<file path="src/pkg/shacs_defs.vh">
`ifndef SHACS_DEFS_VH
`define SHACS_DEFS_VH
// Register byte addresses
`define SHACS_ADDR_CTRL     4'h0
`define SHACS_ADDR_STATUS   4'h4
`define SHACS_ADDR_CHSEL    4'h8
`define SHACS_ADDR_RESULT   4'hc
// Control fields
`define SHACS_CTRL_SERIAL   0
`define SHACS_CTRL_ADC_LSB  8
// Status fields
`define SHACS_ST_BUSY_N     0
`define SHACS_ST_TEST       1
`define SHACS_ST_IN_ROUTE   2
`define SHACS_ST_READBACK   3
`define SHACS_ST_RST_SEEN   4
// Reset values
`define SHACS_CTRL_RST      32'h0000_0001
// Serial word
`define SHACS_WR_BITS       10
`define SHACS_RD_BITS       14
`define SHACS_TEST_BITS     24
`define SHACS_MODE_SHA      2'h0
`define SHACS_MODE_TEST     2'h1
`define SHACS_MODE_ACQRB    2'h2
`define SHACS_MODE_RB       2'h3
// Timing, ns and cycles at 40 ns
`define SHACS_CLK_NS        40
`define SHACS_ACQ_NS        16000
`define SHACS_CAL_NS        45000
`define SHACS_RST_MIN_NS    50
`define SHACS_RST_MAX_NS    150
`define SHACS_ACQ_CYC  ((`SHACS_ACQ_NS) / (`SHACS_CLK_NS))
`define SHACS_CAL_CYC  ((`SHACS_CAL_NS) / (`SHACS_CLK_NS))
`define SHACS_RST_MIN_CYC \
  (((`SHACS_RST_MIN_NS) + (`SHACS_CLK_NS) - 1) / (`SHACS_CLK_NS))
`define SHACS_RST_MAX_CYC  ((`SHACS_RST_MAX_NS) / (`SHACS_CLK_NS))
`endif

</file>
<file path="src/rtl/shacs_top.v">
`timescale 1ns/100ps
`include "shacs_defs.vh"
module shacs_top #(
  parameter ACQ_CYC = `SHACS_ACQ_CYC,
  parameter CAL_CYC = `SHACS_CAL_CYC,
  parameter NCH     = 32
) (
  input  wire        CLK_I,          // 25 MHz clock
  input  wire        RST_I,          // Async reset, high
  input  wire        SCLK_I,         // Serial clock pin
  input  wire        SYNC_N_I,       // Frame select / chip select, low
  input  wire        SDIN_I,         // Serial data in
  output wire        SDOUT_O,        // Serial data out
  output wire        SDOUT_OE_N_O,   // Low while driving serial out
  input  wire        WR_N_I,         // Parallel write strobe, low
  input  wire [4:0]  CHANNEL_ADDRESS_I, // Parallel channel address
  input  wire        OFFSET_SEL_I,   // Parallel offset select
  input  wire        CAL_I,          // Parallel all-channel acquire
  input  wire        TRACK_N_RESET_I, // Track pin, short low is reset
  output wire        BUSY_N_O,       // Acquisition busy, low
  output wire [32:0] INPUT_ROUTE_O,  // Per channel: output follows input
  input  wire [13:0] ADC_CODE_I,     // Converter result for acquisition
  input  wire [31:0] S_AXI_AWADDR,   // AXI write address
  input  wire        S_AXI_AWVALID,  // AXI write address valid
  output wire        S_AXI_AWREADY,  // AXI write address ready
  input  wire [31:0] S_AXI_WDATA,    // AXI write data
  input  wire [3:0]  S_AXI_WSTRB,    // AXI write strobes
  input  wire        S_AXI_WVALID,   // AXI write data valid
  output wire        S_AXI_WREADY,   // AXI write data ready
  output wire [1:0]  S_AXI_BRESP,    // AXI write response
  output wire        S_AXI_BVALID,   // AXI write response valid
  input  wire        S_AXI_BREADY,   // AXI write response ready
  input  wire [31:0] S_AXI_ARADDR,   // AXI read address
  input  wire        S_AXI_ARVALID,  // AXI read address valid
  output wire        S_AXI_ARREADY,  // AXI read address ready
  output wire [31:0] S_AXI_RDATA,    // AXI read data
  output wire [1:0]  S_AXI_RRESP,    // AXI read response
  output wire        S_AXI_RVALID,   // AXI read valid
  input  wire        S_AXI_RREADY    // AXI read ready
);
  localparam ST_IDLE = 2'h0;
  localparam ST_WAIT = 2'h1;
  localparam ST_ACQ  = 2'h2;
  localparam CH_OFS  = 6'h20;
  // Counts held at 32 bits, then cut on purpose to the counter widths
  localparam [31:0] ACQ_W    = ACQ_CYC;
  localparam [31:0] CAL_W    = CAL_CYC;
  localparam [31:0] RMIN_W   = `SHACS_RST_MIN_CYC;
  localparam [31:0] RMAX_W   = `SHACS_RST_MAX_CYC;
  localparam [31:0] RD_W     = `SHACS_RD_BITS;
  localparam [31:0] WR_W     = `SHACS_WR_BITS;
  localparam [31:0] TEST_W   = `SHACS_TEST_BITS;
  localparam [3:0]  RMIN     = RMIN_W[3:0];
  localparam [3:0]  RMAX     = RMAX_W[3:0];
  localparam [4:0]  RD_LEN   = RD_W[4:0];
  localparam [4:0]  WR_LEN   = WR_W[4:0];
  localparam [4:0]  TEST_LEN = TEST_W[4:0];
  localparam [10:0] ACQ_LEN  = ACQ_W[10:0];
  localparam [10:0] CAL_LEN  = CAL_W[10:0];

  // Three-stage synchronisers for pins
  reg [2:0] sclk_s_reg, sync_s_reg, din_s_reg, wr_s_reg, trk_s_reg;
  always @(posedge CLK_I or posedge RST_I) begin
    if (RST_I) begin
      sclk_s_reg <= 3'h0;
      sync_s_reg <= 3'h7;
      din_s_reg  <= 3'h0;
      wr_s_reg   <= 3'h7;
      trk_s_reg  <= 3'h7;
    end else begin
      sclk_s_reg <= {sclk_s_reg[1:0], SCLK_I};
      sync_s_reg <= {sync_s_reg[1:0], SYNC_N_I};
      din_s_reg  <= {din_s_reg[1:0], SDIN_I};
      wr_s_reg   <= {wr_s_reg[1:0], WR_N_I};
      trk_s_reg  <= {trk_s_reg[1:0], TRACK_N_RESET_I};
    end
  end

  // Filtered levels: change only when stages two and three agree
  reg sclk_f_reg, sync_f_reg, wr_f_reg, trk_f_reg;
  always @(posedge CLK_I or posedge RST_I) begin
    if (RST_I) begin
      sclk_f_reg <= 1'b0;
      sync_f_reg <= 1'b1;
      wr_f_reg   <= 1'b1;
      trk_f_reg  <= 1'b1;
    end else begin
      if (sclk_s_reg[1] == sclk_s_reg[2])
        sclk_f_reg <= sclk_s_reg[2];
      if (sync_s_reg[1] == sync_s_reg[2])
        sync_f_reg <= sync_s_reg[2];
      if (wr_s_reg[1] == wr_s_reg[2])
        wr_f_reg <= wr_s_reg[2];
      if (trk_s_reg[1] == trk_s_reg[2])
        trk_f_reg <= trk_s_reg[2];
    end
  end
  wire sclk_fall = sclk_f_reg & ~sclk_s_reg[2] & ~sclk_s_reg[1];
  wire sclk_rise = ~sclk_f_reg & sclk_s_reg[2] & sclk_s_reg[1];
  wire sync_fall = sync_f_reg & ~sync_s_reg[2] & ~sync_s_reg[1];
  wire wr_rise   = ~wr_f_reg & wr_s_reg[2] & wr_s_reg[1];
  wire trk_lvl_n = ~trk_f_reg;

  // Software control register
  reg  [31:0] ctrl_reg;
  wire        ser_en = ctrl_reg[`SHACS_CTRL_SERIAL];

  // Track pin pulse width: short low is reset, long low is track
  reg  [3:0] trk_cnt_reg;
  reg        soft_rst_reg;
  always @(posedge CLK_I or posedge RST_I) begin
    if (RST_I) begin
      trk_cnt_reg  <= 4'h0;
      soft_rst_reg <= 1'b0;
    end else begin
      soft_rst_reg <= 1'b0;
      if (trk_lvl_n) begin
        if (trk_cnt_reg != 4'hf)
          trk_cnt_reg <= trk_cnt_reg + 4'h1;
      end else begin
        trk_cnt_reg <= 4'h0;
        if (trk_cnt_reg >= RMIN &&
            trk_cnt_reg <= RMAX)
          soft_rst_reg <= 1'b1;
      end
    end
  end
  // Track counts as low only once longer than the reset window
  wire trk_low  = trk_lvl_n && trk_cnt_reg > RMAX;
  reg  trk_low_q_reg;
  wire trk_rise = trk_low_q_reg & ~trk_lvl_n;

  // Serial frame engine
  reg        frm_act_reg, rb_act_reg, test_reg, rb_pend_reg;
  reg [4:0]  bit_cnt_reg;
  reg [9:0]  sh_in_reg;
  reg [13:0] sh_out_reg;
  reg        dout_reg, doe_n_reg;
  reg [5:0]  rb_ch_reg;
  reg        cmd_go_reg, cmd_acq_reg, cmd_cal_reg;
  reg [5:0]  cmd_ch_reg;
  reg [13:0] dac_mem [0:NCH];
  wire [4:0] frm_len = test_reg ? TEST_LEN :
                       rb_act_reg ? RD_LEN :
                       WR_LEN;
  wire [9:0] word = {sh_in_reg[8:0], din_s_reg[2]};

  always @(posedge CLK_I or posedge RST_I) begin
    if (RST_I) begin
      frm_act_reg <= 1'b0;
      rb_act_reg  <= 1'b0;
      rb_pend_reg <= 1'b0;
      test_reg    <= 1'b0;
      bit_cnt_reg <= 5'h0;
      sh_in_reg   <= 10'h000;
      sh_out_reg  <= 14'h0000;
      dout_reg    <= 1'b0;
      doe_n_reg   <= 1'b1;
      rb_ch_reg   <= 6'h00;
      cmd_go_reg  <= 1'b0;
      cmd_acq_reg <= 1'b0;
      cmd_cal_reg <= 1'b0;
      cmd_ch_reg  <= 6'h00;
    end else if (soft_rst_reg) begin
      frm_act_reg <= 1'b0;
      rb_act_reg  <= 1'b0;
      rb_pend_reg <= 1'b0;
      test_reg    <= 1'b0;
      doe_n_reg   <= 1'b1;
      cmd_go_reg  <= 1'b0;
    end else begin
      cmd_go_reg <= 1'b0;
      if (ser_en && sync_fall && !frm_act_reg) begin
        frm_act_reg <= 1'b1;
        bit_cnt_reg <= 5'h0;
        rb_act_reg  <= rb_pend_reg && !test_reg;
        rb_pend_reg <= 1'b0;
        sh_out_reg  <= dac_mem[rb_ch_reg];
      end else if (ser_en && frm_act_reg) begin
        if (sclk_rise && rb_act_reg && bit_cnt_reg < RD_LEN) begin
          dout_reg   <= sh_out_reg[13];
          sh_out_reg <= {sh_out_reg[12:0], 1'b0};
          doe_n_reg  <= 1'b0;
        end
        if (sclk_fall) begin
          bit_cnt_reg <= bit_cnt_reg + 5'h1;
          if (!rb_act_reg)
            sh_in_reg <= word;
          if (bit_cnt_reg + 5'h1 == frm_len) begin
            frm_act_reg <= 1'b0;
            doe_n_reg   <= 1'b1;
            rb_act_reg  <= 1'b0;
            if (test_reg)
              test_reg <= 1'b0;
            else if (!rb_act_reg) begin
              case (word[9:8])
                `SHACS_MODE_TEST: test_reg <= 1'b1;
                default: begin
                  rb_pend_reg <= word[9];
                  rb_ch_reg   <= word[6] ? CH_OFS : {1'b0, word[4:0]};
                  cmd_go_reg  <= 1'b1;
                  cmd_acq_reg <= !word[8];
                  cmd_cal_reg <= word[7];
                  cmd_ch_reg  <= word[6] ? CH_OFS : {1'b0, word[4:0]};
                end
              endcase
            end
          end
        end
      end else if (!ser_en && wr_rise && !sync_f_reg) begin
        cmd_go_reg  <= 1'b1;
        cmd_acq_reg <= 1'b1;
        cmd_cal_reg <= CAL_I;
        cmd_ch_reg  <= OFFSET_SEL_I ? CH_OFS : {1'b0, CHANNEL_ADDRESS_I};
      end
    end
  end

  // Acquisition sequencer
  reg [1:0]  acq_st_reg;
  reg [10:0] acq_cnt_reg;
  reg [5:0]  acq_ch_reg;
  reg        acq_cal_reg;
  reg [32:0] route_reg;
  reg [13:0] result_reg;
  integer i;
  always @(posedge CLK_I or posedge RST_I) begin
    if (RST_I) begin
      acq_st_reg    <= ST_IDLE;
      acq_cnt_reg   <= 11'h000;
      acq_ch_reg    <= 6'h00;
      acq_cal_reg   <= 1'b0;
      route_reg     <= 33'h0;
      result_reg    <= 14'h0000;
      trk_low_q_reg <= 1'b0;
      for (i = 0; i <= NCH; i = i + 1)
        dac_mem[i] <= 14'h0000;
    end else if (soft_rst_reg) begin
      acq_st_reg <= ST_IDLE;
      route_reg  <= 33'h0;
      for (i = 0; i <= NCH; i = i + 1)
        dac_mem[i] <= 14'h0000;
    end else begin
      trk_low_q_reg <= trk_low;
      case (acq_st_reg)
        ST_IDLE: begin
          if (cmd_go_reg && cmd_acq_reg) begin
            acq_ch_reg  <= cmd_ch_reg;
            acq_cal_reg <= cmd_cal_reg;
            acq_cnt_reg <= cmd_cal_reg ? CAL_LEN : ACQ_LEN;
            if (cmd_cal_reg)
              route_reg <= {1'b0, {32{1'b1}}};
            else
              route_reg[cmd_ch_reg] <= 1'b1;
            acq_st_reg <= trk_low ? ST_WAIT : ST_ACQ;
          end
        end
        ST_WAIT: begin
          if (trk_rise)
            acq_st_reg <= ST_ACQ;
        end
        ST_ACQ: begin
          if (acq_cnt_reg <= 11'h001) begin
            acq_st_reg <= ST_IDLE;
            route_reg  <= 33'h0;
            result_reg <= ADC_CODE_I;
            if (acq_cal_reg) begin
              for (i = 0; i < NCH; i = i + 1)
                dac_mem[i] <= ADC_CODE_I;
            end else
              dac_mem[acq_ch_reg] <= ADC_CODE_I;
          end else
            acq_cnt_reg <= acq_cnt_reg - 11'h001;
        end
        default: acq_st_reg <= ST_IDLE;
      endcase
    end
  end

  assign BUSY_N_O     = (acq_st_reg != ST_ACQ);
  assign INPUT_ROUTE_O = route_reg;
  assign SDOUT_O      = dout_reg;
  assign SDOUT_OE_N_O = doe_n_reg;

  // AXI4-Lite slave, one outstanding write and read
  reg        aw_ok_reg, w_ok_reg, bv_reg, rv_reg;
  // Whole address kept so aliases above the map answer with an error
  reg [31:0] awa_reg;
  reg [31:0] wd_reg, rd_reg;
  reg [1:0]  rresp_reg, bresp_reg;
  wire       wr_go = aw_ok_reg && w_ok_reg && !bv_reg;
  assign S_AXI_AWREADY = !aw_ok_reg && !bv_reg;
  assign S_AXI_WREADY  = !w_ok_reg && !bv_reg;
  assign S_AXI_BVALID  = bv_reg;
  assign S_AXI_BRESP   = bresp_reg;
  assign S_AXI_ARREADY = !rv_reg;
  assign S_AXI_RVALID  = rv_reg;
  assign S_AXI_RDATA   = rd_reg;
  assign S_AXI_RRESP   = rresp_reg;
  wire [31:0] status = {27'h0, 1'b0, rb_pend_reg, |route_reg,
                        test_reg, BUSY_N_O};
  always @(posedge CLK_I or posedge RST_I) begin
    if (RST_I) begin
      aw_ok_reg <= 1'b0;
      w_ok_reg  <= 1'b0;
      bv_reg    <= 1'b0;
      rv_reg    <= 1'b0;
      awa_reg   <= 32'h0;
      wd_reg    <= 32'h0;
      rd_reg    <= 32'h0;
      rresp_reg <= 2'h0;
      bresp_reg <= 2'h0;
      ctrl_reg  <= `SHACS_CTRL_RST;
    end else begin
      if (S_AXI_AWVALID && S_AXI_AWREADY) begin
        aw_ok_reg <= 1'b1;
        awa_reg   <= S_AXI_AWADDR;
      end
      if (S_AXI_WVALID && S_AXI_WREADY) begin
        w_ok_reg <= 1'b1;
        if (S_AXI_WSTRB[0])
          wd_reg <= S_AXI_WDATA;
      end
      if (wr_go) begin
        aw_ok_reg <= 1'b0;
        w_ok_reg  <= 1'b0;
        bv_reg    <= 1'b1;
        bresp_reg <= (awa_reg == {28'h0, `SHACS_ADDR_CTRL}) ? 2'h0 : 2'h2;
        if (awa_reg == {28'h0, `SHACS_ADDR_CTRL})
          ctrl_reg <= {31'h0, wd_reg[0]};
      end else if (bv_reg && S_AXI_BREADY)
        bv_reg <= 1'b0;
      if (S_AXI_ARVALID && S_AXI_ARREADY) begin
        rv_reg    <= 1'b1;
        rresp_reg <= 2'h0;
        case (S_AXI_ARADDR)
          {28'h0, `SHACS_ADDR_CTRL}:   rd_reg <= ctrl_reg;
          {28'h0, `SHACS_ADDR_STATUS}: rd_reg <= status;
          {28'h0, `SHACS_ADDR_CHSEL}:  rd_reg <= {26'h0, rb_ch_reg};
          {28'h0, `SHACS_ADDR_RESULT}: rd_reg <= {18'h0, result_reg};
          default: begin
            rd_reg    <= 32'h0;
            rresp_reg <= 2'h2;
          end
        endcase
      end else if (rv_reg && S_AXI_RREADY)
        rv_reg <= 1'b0;
    end
  end
endmodule // shacs_top

</file>
<file path="config.mk">
export PLATFORM = sky130hd
export DESIGN_NAME = shacs_top
export DESIGN_NICKNAME = d
export VERILOG_FILES = /design/src/rtl/shacs_top.v
export VERILOG_INCLUDE_DIRS = /design/src /design/src/pkg
export SDC_FILE = /design/constraint.sdc
export NUM_CORES = 2
export LEC_CHECK = 0
export BUFFER_PORTS_ARGS = -buffer_cell sky130_fd_sc_hd__clkbuf_2
export CAP_MARGIN = 10
export CELL_PAD_IN_SITES_DETAIL_PLACEMENT = 0
export CELL_PAD_IN_SITES_GLOBAL_PLACEMENT = 1
export CORE_ASPECT_RATIO = 1.1
export CORE_MARGIN = 2
export CORE_UTILIZATION = 48
export DETAILED_ROUTE_END_ITERATION = 10
export PLACE_DENSITY_LB_ADDON = 0.1
export SKIP_LAST_GASP = 1
export SYNTH_ARGS = -nofsm -noshare
export SYNTH_HDL_FRONTEND = slang
export SYNTH_SLANG_ARGS = --single-unit
</file>
<file path="constraint.sdc">
create_clock -name CLK_I -period 27.1 [get_ports CLK_I]
set_input_delay 5.42 -clock CLK_I [delete_from_list [all_inputs] [get_ports CLK_I]]
set_output_delay 5.42 -clock CLK_I [all_outputs]
set_load 0.05 [all_outputs]
</file>
# Word level (Yosys, flattened, before mapping)
# Index checks and enable logic that the tools add are counted.
# word_totals
register_bits	677
inputBits	133
output_inout_bits	77
word_cells	326
# classes
add_sub_neg	3
magnitude_cmp	10
n_eq_ne	28
muxes	112
n_bitwise	24
reduce_logical	74
# ops
operator	n
$mux W462	3
$bwmux W462	1
$mux W448	1
$mux W33	4
$mux W14	7
$bmux W14 S6	1
$demux W14 S6	1
$pmux W33 S2	1
$eq A32 B4 Y1 const B	2
$logic_not A32 Y1	2
$mux W1	63
$pmux W14 S4	1
$mux W6	9
$mux W11	3
$or A33 B33 Y33	1
$reduce_or A33 Y1	1
$eq A32 B3 Y1 const B	1
$reduce_bool A2 Y1	15
$reduce_and A3 Y1	8
$logic_and A1 B1 Y1	22
$pmux W11 S2	1
$mux W5	4
$ne A2 B2 Y1 const B	9
$reduce_and A8 Y1	2
other kinds (36)	88

# Depth between registers and ports, before layout
# logic_depth
depth_word	11
mapped_depth	11
mapped_depth_nobuf	8

# Worst setup path after synthesis
# OpenSTA, ideal clock, no wires.
# synth_path
path_type	reg2out
start	register acq_st_reg[1]
end	output port BUSY_N_O
arrival_ns	1.517
t_required_ns	21.680
slack_ns	20.163
path_stages_with_launch	6
n_path_buf	3
cell_sequence	dfrtp_1 -> buf_2 -> nor2b_1 -> buf_2 -> inv_1 -> clkbuf_1
# synth_between
elab_chain_len	1
# synth_lines
element	line	rtl
start: declaration	shacs_top.v:220	reg [1:0] acq_st_reg;
start signal: assignment	shacs_top.v:255	acq_st_reg <= trk_low ? ST_WAIT : ST_ACQ;
$ne A2 B2 Y1	shacs_top.v:280	assign BUSY_N_O = (acq_st_reg != ST_ACQ);
end: declaration	shacs_top.v:20	output wire BUSY_N_O,
# Every way passes these cells.

==> summary.txt <==
Status
  • Status: finished, final reports clean

Synthesis
  • Main combinational cell family by area after synthesis: compound AO/OA/AOI/OAI gates
  • Xor and xnor area share after synthesis: 0.117%
  • Seq cells post-synth: 657
  • Post-synthesis cell type count: 76
  • Mux cell area share after synthesis: 11.2%
  • Adder-Cell Fraction of Synth Area: 0.343%
  • Post-synthesis compound-gate area fraction: 16.1%
  • Synth Flop Type: dfrtp_1
  • Cell Area, Synth: 30000 um2
  • Post-Synth Simple-Gate Area: 13.2%
  • Post-synth EDFFs: 0
  • Mapped Cells: 2898
  • YS warnings: 0
  • Syn Area/Cell: 10.3 um2
  • Post-synth ARST share: 100%
  • Seq/Total Area, Yosys: 54.9%

Clock network
  • CTS Sinks: 657
  • Number of setup buffers added after CTS: 0
  • Worst-path clk slew: 60 ps
  • Clock buffer depth: 3
  • Hold_buf cts: 0
  • Num CTS Buffers: 71
  • Clock Tree Root: clkbuf_16
  • CTS H-tree lvls: 3
  • CTS tree: done
  • Worst skew pair latency: 610 ps
  • Post_cts resized: 0

Power
  • Switch Pwr: 1.13 mW
  • Leakage: 14.6 nW
  • Sw Share: 34.3%
  • Tot Pwr: 3.29 mW
  • Internal cell power: 2.16 mW
  • Seq pwr share: 45.8%
  • Maximum vdd drop: 0.0988 mV
  • Comb pwr share: 25.9%
  • Cell Pwr Density: 98.5 nW/um2
  • Clk pwr share: 28.2%

Detailed routing
  • Pre-Repair DR Iteration Count: 7
  • Via count: 21781
  • Drc violations: 0
  • Met1 WL: 34900 um
  • Top sig layer: met5
  • Routed Antenna Nets: 0
  • Met2 WL post-DR: 39600 um
  • Initial DRC count: 1626
  • Via density: 5.68
  • WL met3: 4230 um
  • Final WL: 81500 um
  • DR WL/cell: 21.2 um

Timing
  • Worst-Margin Slew: 1190 ps
  • RSZ-0062 raised after global routing: no
  • Max Slew Vio Count: 0
  • Max Freq: 0.123 GHz
  • Setup violations, final: 0
  • Setup TNS Final: 0 ps
  • Layout Skew: 28.5 ps
  • Hold Vio Cnt, Final: 0
  • Min Hold Slack: 354 ps
  • Fin crit share: 30.0%
  • Slew HR: 20.9%
  • Min cycle time layout: 8130 ps

Place
  • Placed instance count: 3713
  • Final RePlAce weighted congestion: 0.802
  • Port bufs: 155
  • DP Wirelength: 52200 um

Critical path
  • Worst path arrival time: 8700 ps
  • Reg2reg path depth: 6
  • CP Data Required Time: 27670 ps
  • Worst path cell trace: clkbuf_2 > inv_8 > buf_12 > buf_4 > buf_4
  • Critical R2R Capture: sh_out_reg[0]
  • CP most frequent cell: buf_4
  • CP Class: in2async
  • CP max FO: 180
  • Critical Path Slowest Stage Cell: buf_4
  • Reg2Reg Setup Slack: 23140 ps
  • Worst stage delay on the critical path: 900 ps
  • R2R Path Start: rb_ch_reg[2]
  • Startpoint Class: input port
  • CP endpoint kind: async pin

Hold path
  • HP Class: reg2reg
  • Min-delay src: din_s_reg[1]
  • Hold Path Stages: 0
  • Hold Path End: din_s_reg[2]

Layout
  • Layout cells sized above 1: 18.2%
  • Area growth, synth to finish: 11.5%
  • Ant. Diodes: 0
  • Most common cell after layout, fill and taps aside: nand2_1
  • Commonest non-fill, non-tap cells in the layout: 671 x nand2_1, 638 x dfrtp_1, 376 x o21ai_0
  • Max reg flops: 462
  • Fill count: 5683
  • Finished Core Util: 53.8%
  • Post-Layout Cell Count: 3835
  • Nets: 3093

Floorplan
  • Die width: 242 um
  • CORE AREA: 62100 um2
  • Die Ht: 266 um
  • Ports: 210
  • Die area: 64400 um2
  • Row cnt: 96
  • Starting density of the core: 48.2%

GRT
  • Tot GR Track Use: 25.6%
  • GR Overflow Total: 0
  • First-pass GRT wire length: 128000 um
  • Vias in the first global route: 21912
  • Antenna violations before repair: 1
  • Largest net degree at the start of global routing: 181

Job
  • Max cap viols: 0
==> critical path, delay by kind of cell <==
family,cells,cell delay [ps]
buffers and inverters,5,3110
==> Yosys cell counts, types with 16 or more instances <==
master	number	area, um2
a211oi_1	16	120
a21o_1	27	203
a21oi_1	150	751
a21oi_2	24	210
a22o_1	16	140
buf_1	19	71.3
buf_2	61	305
buf_4	29	218
clkbuf_1	136	510
dfrtp_1	643	16100
inv_1	17	63.8
mux2_2	76	856
mux2i_1	72	721
mux4_2	73	1640
nand2_1	671	2520
nand2b_1	22	138
nor2_1	94	353
nor3_1	26	130
nor4_1	26	163
o21a_1	37	278
o21ai_0	376	1880
o22ai_1	27	169
o31ai_1	39	293
==> cell type report <==
| class | instances | area, um2 | area share (%) |
|---|---|---|---|
| sequential | 657 | 16500 | 49.3 |
| clock inverter | 13 | 80.1 | 0.240 |
| tap | 833 | 1040 | 3.12 |
| clock buffer | 107 | 2120 | 6.36 |
| inverter | 17 | 71.3 | 0.213 |
| multi-input combinational | 1992 | 12300 | 37.0 |
| timing repair buffer | 216 | 1270 | 3.81 |
==> worst max path at each step <==
stage / to / slack, ps / startpoint
after floorplan: INPUT_ROUTE_O[0] / 3290 / RST_I
after global placement: dac_mem[387] / 18140 / RST_I
after detailed placement: dac_mem[387] / 18010 / RST_I
after CTS: dac_mem[359] / 18650 / RST_I
after global routing: dac_mem[385] / 18300 / RST_I
final: dac_mem[130] / 18970 / RST_I
==> per-stage QoR <==
| step | area, um2 | worst slack [ps] |
|---|---|---|
| finish | 33400 | 18970 |
| global route | 33400 | 18300 |
| CTS | 33400 | 18650 |
| detailed placement | 31200 | 18010 |
| global placement | 31200 | 18140 |
| floorplan | 30000 | 3290 |
==> per-layer routing <==
metal	vias up	track usage (%)
met1	10849	33.9
met4	2	9.76
met5	-	0
li1	10229	-
met2	575	42.7
met3	126	4.03
==> kinds of logic (layout without fill, tap and decap cells) <==
logic type / count (synthesis) / after routing
simple gates: 927 / 927
other cells: 1 / 20
xor+xnor: 4 / 4
fa+ha+maj: 9 / 9
compound gates: 803 / 803
buf+inv: 268 / 353
mux: 229 / 229
flops: 657 / 657
==> power groups by stage <==
stage | Combinational (mW) | Sequential (mW) | Clock, mW
5_1_grt | 0.955 | 1.55 | 0.991
2_1_floorplan | 0.586 | 1.53 | 0
4_1_cts | 0.858 | 1.51 | 0.952
3_5_place_dp | 0.856 | 1.52 | 0
6_report | 0.853 | 1.51 | 0.929
3_3_place_gp | 0.830 | 1.50 | 0
Power figures use the tool's default switching activity.
